File: src/shared/mad_defs.svh
// Offsets, opcodes, field limits and reset values of the decoder.
// Assumes an APB bus with byte addresses carried on paddr[7:0].
`ifndef MAD_DEFS_SVH
`define MAD_DEFS_SVH
// ****************************************************************
// Register offsets
// ****************************************************************
`define MAD_OFF_CMD 8'h00
`define MAD_OFF_STAT 8'h04
`define MAD_OFF_RESP 8'h08
`define MAD_OFF_CTRL 8'h0c
`define MAD_OFF_FREQ 8'h10
`define MAD_OFF_RATE 8'h14
`define MAD_OFF_EXC 8'h18
`define MAD_OFF_REF 8'h1c
`define MAD_OFF_SEL 8'h20
`define MAD_OFF_STRAP 8'h24
// ****************************************************************
// Status register fields
// ****************************************************************
`define MAD_ST_AVAIL 0
`define MAD_ST_BUSY 1
`define MAD_ST_REJECT 2
`define MAD_ST_BADOP 3
`define MAD_ST_CNT_LO 4
// ****************************************************************
// Opcodes and command lengths
// ****************************************************************
`define MAD_OP_QALARM 16'h2408
`define MAD_OP_CTRL 16'h2600
`define MAD_OP_CFG 16'h2601
`define MAD_CTRL_BYTES 5'h01
`define MAD_CFG_BYTES 5'h17
`define MAD_ALM_BYTES 3'h5
// ****************************************************************
// Field limits
// ****************************************************************
`define MAD_MAX_CTRL 8'h02
`define MAD_MAX_MODE 8'h03
`define MAD_MAX_MASK 8'h02
`define MAD_MAX_REFSRC 8'h02
`define MAD_MAX_MOD 8'h04
`define MAD_MAX_FEC 8'h16
`define MAD_IF_LO 32'd50000000
`define MAD_IF_HI 32'd180000000
`define MAD_LB_LO 32'd950000000
`define MAD_LB_HI 32'd1750000000
`define MAD_CLK_LO 32'd256000
`define MAD_CLK_HI 32'd10000000
`define MAD_CLK_STEP 32'd8000
// ****************************************************************
// Reset values
// ****************************************************************
`define MAD_CTRL_RST 8'h00
`endif

File: src/shared/mad_pkg.sv
// Types shared by the decoder: parser states, alarm inputs, config.
// Assumes mad_defs.svh supplies the numeric constants.
package mad_pkg;
   typedef enum logic [2:0] {
      MAD_OPHI = 3'h1,
      MAD_OPLO = 3'h2,
      MAD_PAY = 3'h4
   } mad_state_t;

   typedef struct packed {
      logic [7:0] mod_alarm;
      logic [7:0] activity;
      logic [7:0] drop_status;
      logic [7:0] common1;
      logic [7:0] common2;
   } mad_alarm_t;

   // Field order matches the wire order, first byte in the top bits.
   typedef struct packed {
      logic [7:0] mode;
      logic [31:0] if_freq;
      logic [15:0] strap;
      logic [7:0] filter_mask;
      logic [31:0] data_rate;
      logic [31:0] ext_exc_clk;
      logic [31:0] ext_ref;
      logic [7:0] ref_source;
      logic [7:0] modulation;
      logic [7:0] fec;
   } mad_cfg_t;
endpackage : mad_pkg

File: src/core/mad_decoder.sv
// Remote monitor-and-control decoder for the modulator, APB slave.
// Assumes synchronous alarm inputs and a one-clock system on pclk.
`timescale 1ns/1ns
`include "mad_defs.svh"

module mad_decoder (
   // Clock and reset
   input wire logic pclk,
   input wire logic presetn,
   // APB slave
   input wire logic psel,
   input wire logic penable,
   input wire logic pwrite,
   input wire logic [7:0] paddr,
   input wire logic [31:0] pwdata,
   output logic [31:0] prdata,
   output logic pready,
   output logic pslverr,
   // Alarm sources
   input wire mad_pkg::mad_alarm_t alarm_in,
   input wire logic lband_variant,
   // Decoded configuration
   output mad_pkg::mad_cfg_t cfg,
   output logic [7:0] ctrl_mode,
   output logic cfg_update
);

   // ****************************************************************
   // APB decode
   // ****************************************************************
   wire logic setup_ph = psel & ~penable;
   wire logic xfer = psel & penable & pready;
   wire logic wr_xfer = xfer & pwrite;
   wire logic rd_xfer = xfer & ~pwrite;
   wire logic hit_cmd = paddr == `MAD_OFF_CMD;
   wire logic hit_stat = paddr == `MAD_OFF_STAT;
   wire logic hit_resp = paddr == `MAD_OFF_RESP;
   wire logic hit_ctrl = paddr == `MAD_OFF_CTRL;
   wire logic hit_freq = paddr == `MAD_OFF_FREQ;
   wire logic hit_rate = paddr == `MAD_OFF_RATE;
   wire logic hit_exc = paddr == `MAD_OFF_EXC;
   wire logic hit_ref = paddr == `MAD_OFF_REF;
   wire logic hit_sel = paddr == `MAD_OFF_SEL;
   wire logic hit_strap = paddr == `MAD_OFF_STRAP;
   wire logic mapped = hit_cmd | hit_stat | hit_resp | hit_ctrl |
      hit_freq | hit_rate | hit_exc | hit_ref | hit_sel | hit_strap;
   wire logic byte_in = wr_xfer & hit_cmd;
   wire logic [7:0] din = pwdata[7:0];

   // ****************************************************************
   // State
   // ****************************************************************
   mad_pkg::mad_state_t state_reg;
   mad_pkg::mad_state_t state_next;
   logic [7:0] op_hi_reg;
   logic [4:0] left_reg;
   logic [15:0] opcode_reg;
   logic [175:0] shadow_reg;
   logic [7:0] resp_mem [0:4];
   logic [2:0] resp_cnt_reg;
   logic [2:0] resp_idx_reg;
   logic reject_reg;
   logic badop_reg;

   // ****************************************************************
   // Alarm byte assembly
   // ****************************************************************
   // The inputs already sit at their documented bit positions; here
   // only spare and reserved bits are forced to zero so that a stray
   // source level never reaches the remote controller.
   wire logic [7:0] alm_mod = alarm_in.mod_alarm;
   wire logic [7:0] alm_act = {2'h0, alarm_in.activity[5:0]};
   wire logic [7:0] alm_drop = alarm_in.drop_status;
   wire logic [7:0] alm_com1 =
      {2'h0, alarm_in.common1[5:4], 1'b0, alarm_in.common1[2:0]};
   wire logic [7:0] alm_com2 = {5'h00, alarm_in.common2[2:0]};

   // ****************************************************************
   // Byte parser
   // ****************************************************************
   wire logic [15:0] opcode_full = {op_hi_reg, din};
   wire logic is_qalarm = opcode_full == `MAD_OP_QALARM;
   wire logic is_ctrl = opcode_full == `MAD_OP_CTRL;
   wire logic is_cfg = opcode_full == `MAD_OP_CFG;
   wire logic last_byte = (state_reg == mad_pkg::MAD_PAY) &&
      (left_reg == 5'h01);
   wire logic opcode_done = byte_in && (state_reg == mad_pkg::MAD_OPLO);
   wire logic payload_done = byte_in && last_byte;

   always_comb begin
      state_next = state_reg;
      if (byte_in) begin
         unique case (state_reg)
            mad_pkg::MAD_OPHI: state_next = mad_pkg::MAD_OPLO;
            mad_pkg::MAD_OPLO: begin
               state_next = (is_ctrl | is_cfg) ? mad_pkg::MAD_PAY :
                  mad_pkg::MAD_OPHI;
            end
            mad_pkg::MAD_PAY: begin
               if (last_byte) begin
                  state_next = mad_pkg::MAD_OPHI;
               end
            end
         endcase
      end
   end

   // ****************************************************************
   // Field checks
   // ****************************************************************
   // Fields arrive most significant byte first, so the shift register
   // leaves the first byte in the top bits, as the struct expects.
   mad_pkg::mad_cfg_t cfg_new;
   assign cfg_new = {shadow_reg, din};
   wire logic ok_mode = cfg_new.mode <= `MAD_MAX_MODE;
   wire logic ok_if_std = (cfg_new.if_freq >= `MAD_IF_LO) &&
      (cfg_new.if_freq <= `MAD_IF_HI);
   wire logic ok_if_lb = (cfg_new.if_freq >= `MAD_LB_LO) &&
      (cfg_new.if_freq <= `MAD_LB_HI);
   wire logic ok_freq = lband_variant ? ok_if_lb : ok_if_std;
   wire logic ok_mask = cfg_new.filter_mask <= `MAD_MAX_MASK;
   // The 8 kHz step check costs a constant-divisor remainder; the
   // area is accepted so that off-grid clocks are never applied.
   wire logic ok_exc = (cfg_new.ext_exc_clk >= `MAD_CLK_LO) &&
      (cfg_new.ext_exc_clk <= `MAD_CLK_HI) &&
      ((cfg_new.ext_exc_clk % `MAD_CLK_STEP) == 32'h0);
   wire logic ok_ref = (cfg_new.ext_ref >= `MAD_CLK_LO) &&
      (cfg_new.ext_ref <= `MAD_CLK_HI) &&
      ((cfg_new.ext_ref % `MAD_CLK_STEP) == 32'h0);
   wire logic ok_src = cfg_new.ref_source <= `MAD_MAX_REFSRC;
   wire logic ok_modn = cfg_new.modulation <= `MAD_MAX_MOD;
   wire logic ok_fec = cfg_new.fec <= `MAD_MAX_FEC;
   wire logic cfg_ok = ok_mode & ok_freq & ok_mask & ok_exc & ok_ref &
      ok_src & ok_modn & ok_fec;
   wire logic ctrl_ok = din <= `MAD_MAX_CTRL;
   wire logic is_cfg_cmd = opcode_reg == `MAD_OP_CFG;
   wire logic cfg_commit = payload_done & is_cfg_cmd & cfg_ok;
   wire logic ctrl_commit = payload_done & ~is_cfg_cmd & ctrl_ok;
   wire logic bad_value = payload_done &
      (is_cfg_cmd ? ~cfg_ok : ~ctrl_ok);
   wire logic bad_opcode = opcode_done & ~is_qalarm & ~is_ctrl & ~is_cfg;

   // ****************************************************************
   // Response queue
   // ****************************************************************
   wire logic resp_avail = resp_cnt_reg != 3'h0;
   wire logic resp_pop = rd_xfer & hit_resp & resp_avail;
   wire logic resp_load = opcode_done & is_qalarm;
   wire logic [7:0] resp_head = resp_mem[resp_idx_reg];
   wire logic w1c = wr_xfer & hit_stat;

   // ****************************************************************
   // Read data
   // ****************************************************************
   wire logic [31:0] stat_word = {24'h0, 1'b0, resp_cnt_reg, badop_reg,
      reject_reg, state_reg != mad_pkg::MAD_OPHI, resp_avail};
   wire logic [31:0] sel_word = {cfg.fec, cfg.modulation, cfg.ref_source,
      cfg.filter_mask};
   wire logic [31:0] rd_word =
      hit_stat ? stat_word :
      hit_resp ? {24'h0, resp_avail ? resp_head : 8'h00} :
      hit_ctrl ? {24'h0, ctrl_mode} :
      hit_freq ? cfg.if_freq :
      hit_rate ? cfg.data_rate :
      hit_exc ? cfg.ext_exc_clk :
      hit_ref ? cfg.ext_ref :
      hit_sel ? sel_word :
      hit_strap ? {8'h0, cfg.strap, cfg.mode} : 32'h0;

   // ****************************************************************
   // Bus side flops
   // ****************************************************************
   // One wait-free access cycle: pready rises for the access phase that
   // follows each setup phase, with read data already registered.
   always_ff @(posedge pclk or negedge presetn) begin
      if (!presetn) begin
         pready <= 1'b0;
         prdata <= 32'h0;
         pslverr <= 1'b0;
      end else begin
         pready <= setup_ph;
         pslverr <= setup_ph & ~mapped;
         if (setup_ph) begin
            prdata <= pwrite ? 32'h0 : rd_word;
         end
      end
   end

   // ****************************************************************
   // Parser flops
   // ****************************************************************
   always_ff @(posedge pclk or negedge presetn) begin
      if (!presetn) begin
         state_reg <= mad_pkg::MAD_OPHI;
         op_hi_reg <= 8'h00;
         opcode_reg <= 16'h0000;
         left_reg <= 5'h00;
         shadow_reg <= '0;
      end else begin
         state_reg <= state_next;
         if (byte_in && state_reg == mad_pkg::MAD_OPHI) begin
            op_hi_reg <= din;
         end
         if (opcode_done) begin
            opcode_reg <= opcode_full;
            left_reg <= is_cfg ? `MAD_CFG_BYTES : `MAD_CTRL_BYTES;
         end else if (byte_in && state_reg == mad_pkg::MAD_PAY) begin
            left_reg <= left_reg - 5'h01;
            shadow_reg <= {shadow_reg[167:0], din};
         end
      end
   end

   // ****************************************************************
   // Applied settings
   // ****************************************************************
   // A rejected command leaves the previous settings untouched.
   always_ff @(posedge pclk or negedge presetn) begin
      if (!presetn) begin
         cfg <= '0;
         ctrl_mode <= `MAD_CTRL_RST;
         cfg_update <= 1'b0;
      end else begin
         cfg_update <= cfg_commit;
         if (cfg_commit) begin
            cfg <= cfg_new;
         end
         if (ctrl_commit) begin
            ctrl_mode <= din;
         end
      end
   end

   // ****************************************************************
   // Sticky error flags, set wins over a write-one clear
   // ****************************************************************
   always_ff @(posedge pclk or negedge presetn) begin
      if (!presetn) begin
         reject_reg <= 1'b0;
         badop_reg <= 1'b0;
      end else begin
         reject_reg <= bad_value |
            (reject_reg & ~(w1c & pwdata[`MAD_ST_REJECT]));
         badop_reg <= bad_opcode |
            (badop_reg & ~(w1c & pwdata[`MAD_ST_BADOP]));
      end
   end

   // ****************************************************************
   // Alarm snapshot and readout
   // ****************************************************************
   // The five bytes are frozen at the query so one response is
   // coherent even if the alarm sources move while it is read out.
   always_ff @(posedge pclk or negedge presetn) begin
      if (!presetn) begin
         resp_cnt_reg <= 3'h0;
         resp_idx_reg <= 3'h0;
      end else if (resp_load) begin
         resp_cnt_reg <= `MAD_ALM_BYTES;
         resp_idx_reg <= 3'h0;
      end else if (resp_pop) begin
         resp_cnt_reg <= resp_cnt_reg - 3'h1;
         resp_idx_reg <= resp_idx_reg + 3'h1;
      end
   end

   always_ff @(posedge pclk) begin
      if (resp_load) begin
         resp_mem[0] <= alm_mod;
         resp_mem[1] <= alm_act;
         resp_mem[2] <= alm_drop;
         resp_mem[3] <= alm_com1;
         resp_mem[4] <= alm_com2;
      end
   end

endmodule : mad_decoder

File: config.mk
export PLATFORM = sky130hd
export DESIGN_NAME = mad_decoder
export DESIGN_NICKNAME = d
export VERILOG_FILES = /design/src/shared/mad_pkg.sv /design/src/core/mad_decoder.sv
export VERILOG_INCLUDE_DIRS = /design/src /design/src/shared
export SDC_FILE = /design/constraint.sdc
export NUM_CORES = 1
export LEC_CHECK = 0
export BUFFER_PORTS_ARGS = -buffer_cell sky130_fd_sc_hd__buf_2
export CELL_PAD_IN_SITES_DETAIL_PLACEMENT = 2
export CELL_PAD_IN_SITES_GLOBAL_PLACEMENT = 2
export CORE_MARGIN = 2
export CORE_UTILIZATION = 35
export DETAILED_ROUTE_END_ITERATION = 8
export MAX_ROUTING_LAYER = met4
export PLACE_DENSITY_LB_ADDON = 0.1
export REMOVE_ABC_BUFFERS = 1
export SLEW_MARGIN = 20
export SYNTH_ARGS = -nofsm -noshare
export SYNTH_HDL_FRONTEND = slang
export SYNTH_SLANG_ARGS = --single-unit
export TNS_END_PERCENT = 5
File: constraint.sdc
create_clock -name pclk -period 12.8 [get_ports pclk]
set_input_delay 1.92 -clock pclk [delete_from_list [all_inputs] [get_ports pclk]]
set_output_delay 1.92 -clock pclk [all_outputs]
set_load 0.1 [all_outputs]
==> results.toml <==
[route]
remaining_drc_errors = 0
ant_nets = 0
wire_per_inst_um = 33.2
viasPerCell = 6.37
drt_iter0_drc = 2855
via_count = 37589
dr.pass1.iters = 7
routed_wl_mm = 196

[global_routing]
grt_usage = 0.365
grt_pass1_wl_mm = 261
grt_max_degree = 86
first_global_vias = 40554
grt.overflow.total = 0
antenna_found_initial = 6

[power_and_ir_drop]
powerDensity_mw_per_mm2 = 66.6
cell_internal_pwr_mw = 2.43
fin_total_pwr_mw = 3.25
p_comb_frac = 0.023
p_leak_nw = 22.2
switchingPower_mw = 0.821
p_sw_frac = 0.252
seqPwrFrac = 0.464
irDropWorstVdd_v = 0.000114
clockPowerShare = 0.513

[run_status]
status = "finished with violations"
failed_checks = "negative setup slack"

[critical_path]
crit_top_cell = "buf_4"
slowest_stage = "dfrtp_2"
cp-start-kind = "flip-flop"
worstRegToRegCells = 69
path_class = "reg2reg"
crit_fanout = 19
critical-path-max-stage-delay_ns = 0.54
endpoint = "cfg[180]"
cp-startpoint = "shadow_reg[42]"
cp.required_ns = 13.35
reg2reg_slack_ns = -2.93
rr_endpoint = "cfg[180]"
r2r_start = "shadow_reg[42]"
critPathCaptureType = "flip-flop"
worstPathArrival_ns = 16.28

[sta]
layout_setup_ws_ns = -2.93
hold_ws_ns = 0.468
min_period_ns = 15.73
setup-violations-final = 186
rsz0062_at_grt = "yes"
hold_viol_final = 0
tightest_slew_ns = 1.12
maxSlewViolCount = 0
fmax_mhz = 63.6
timing.final.crit_share = 1.23
max_slew_margin = 0.248
finClkSkew_ns = 0.0445
setup_tns_ns = -529.84

[placement]
placedInstanceArea_mm2 = 0.0406
dp.cells = 5528
io_buffers = 278
pre_cts_slack_ns = -2.69
post-dp-hpwl_mm = 113
gp_congestion = 0.914

[finish]
largest_reg_flops = 184
final_common_cell = "buf_4"
nNetsFinal = 4750
layout-drive-gt1-share = 0.492
final_area_mm2 = 0.0488
synthToLayoutAreaGrowth_pct = 51.2
fin_util = 0.534
layout_common_cells = "buf_4, dfrtp_1, nand2_1"
final_cells = 5900

[floorplan]
core_area_mm2 = 0.0915
io-pin-count = 313
dieArea_mm2 = 0.0948
die-width_um = 308
row_count = 111
floorplan.initialDensity = 0.353
die_h_um = 308

[logic_synthesis]
synth_area_mm2 = 0.0323
synth_flop_cell = "dfrtp_1"
synthCells = 3444
synth_async_sr_flop_share = 0.937
syn_area_per_cell_um2 = 9.38
synth-edff-count = 30
yosys_warnings = 0
synth_top_area_frac = 0.342
synthTopCellsByArea = "dfrtp_1, mux2_2, nand2_1, mux2_1, o21ai_0"
ys_seq_area_frac = 0.371
synth_area_leader_cell = "dfrtp_1"
ys_types = 141
ys_ff_latch = 473

[clocking]
clock_sinks = 473
cts_max_level = 2
clock_latency_ns = 0.67
cts_tree = "built"
cts_made_buffers = 54
path_clk_slew_ns = 0.07
clk_path_buf_depth = 3
cts_hold_buf = 0
root_buffer = "clkbuf_16"

[hold_path]
hp-class = "reg2reg"

[job]
max-cap-violations = 0
[worst min-delay path by stage]
stage | end | slack, ns | start | cells past startpoint
finish | opcode_reg[12] | 0.47 | opcode_reg[12] | 2
global route | prdata[20] | 0.51 | prdata[20] | 1
CTS | opcode_reg[12] | 0.47 | opcode_reg[12] | 2
detailed placement | opcode_reg[12] | 0.46 | opcode_reg[12] | 2
global placement | opcode_reg[0] | 0.44 | opcode_reg[0] | 2
floorplan | opcode_reg[10] | 0.43 | opcode_reg[10] | 2
[cell type report]
class	count	area (µm²)
Fill cell	9265	42700
Multi-Input combinational cell	2705	23100
Sequential cell	473	12000
Timing Repair Buffer	1366	10100
Clock buffer	76	1530
Tap cell	1186	1480
Clock inverter	26	307
Inverter	59	234
Antenna cell	9	22.5
[per-layer routing]
metal	vias up	GRT usage	routed length, µm	part of all wire
li1	15603	-	-	-
met1	19607	0.426	74700	0.38
met2	1673	0.641	98600	0.50
met3	706	0.0436	10500	0.054
met4	0	0.141	12100	0.062
met5	-	-	0	0
[power by group through the flow]
stage                     clock, mW  combinational [mW]  sequential [mW]
after floorplan                   0             0.00834             1.54
after global placement            0              0.0699             1.54
after detailed placement          0              0.0729             1.54
after CTS                      1.66              0.0736             1.51
after global routing           1.73              0.0790             1.51
final                          1.67              0.0736             1.51
[logic make-up (layout without fill, tap and decap cells)]
| logic type | after synthesis | count (layout) | share of synthesized area |
|---|---|---|---|
| adder cells (fa/ha/maj) | 11 | 11 | 0.00379 |
| AND/OR/NAND/NOR | 1152 | 1152 | 0.182 |
| multiplexers | 394 | 394 | 0.139 |
| XOR/XNOR | 84 | 84 | 0.0239 |
| AO/OA/AOI/OAI | 1064 | 1064 | 0.245 |
| buffers and inverters | 266 | 1527 | 0.0354 |
| other | 0 | 9 | 0 |
| flip-flops | 473 | 473 | 0.371 |
[critical path: cells and delay by family (launching register included)]
kind / cells / cell delay [ns]
and+or+nand+nor: 16 / 3.05
AOI/OAI and AO/OA: 29 / 7.13
buffers and inverters: 21 / 3.79
muxes: 3 / 1.04
DFF: 1 / 0.54
[synth_stat cells, types with 23 or more instances]
master and n:
o2111ai_1 23, nand2_1 330, and3_1 39, o21ai_0 190, clkbuf_1 139, o21a_1 28
dfrtp_1 442, a211o_1 28, or3_1 36, o31ai_1 24, o211ai_1 51, a22oi_1 25
edfxtp_1 30, mux2_1 110, o21ai_1 29, mux2_2 188, nand3_1 96, buf_2 42
nor2_1 227, nand4_1 41, nor4_1 35, xnor2_1 61, a221oi_1 34, a211oi_1 43
inv_1 49, a31oi_1 50, nor3_1 100, mux2i_1 69, and2_1 92, a21o_1 36
a21oi_1 161
[timing repair]
action                     4_1_cts  5_1_grt
gates resized for setup        655      212
setup endpoints to repair      186      186
gates cloned                     5        1
setup buffers                  176       87
pin swaps                      224      134
Note: power is estimated with default switching activity, not from simulation.
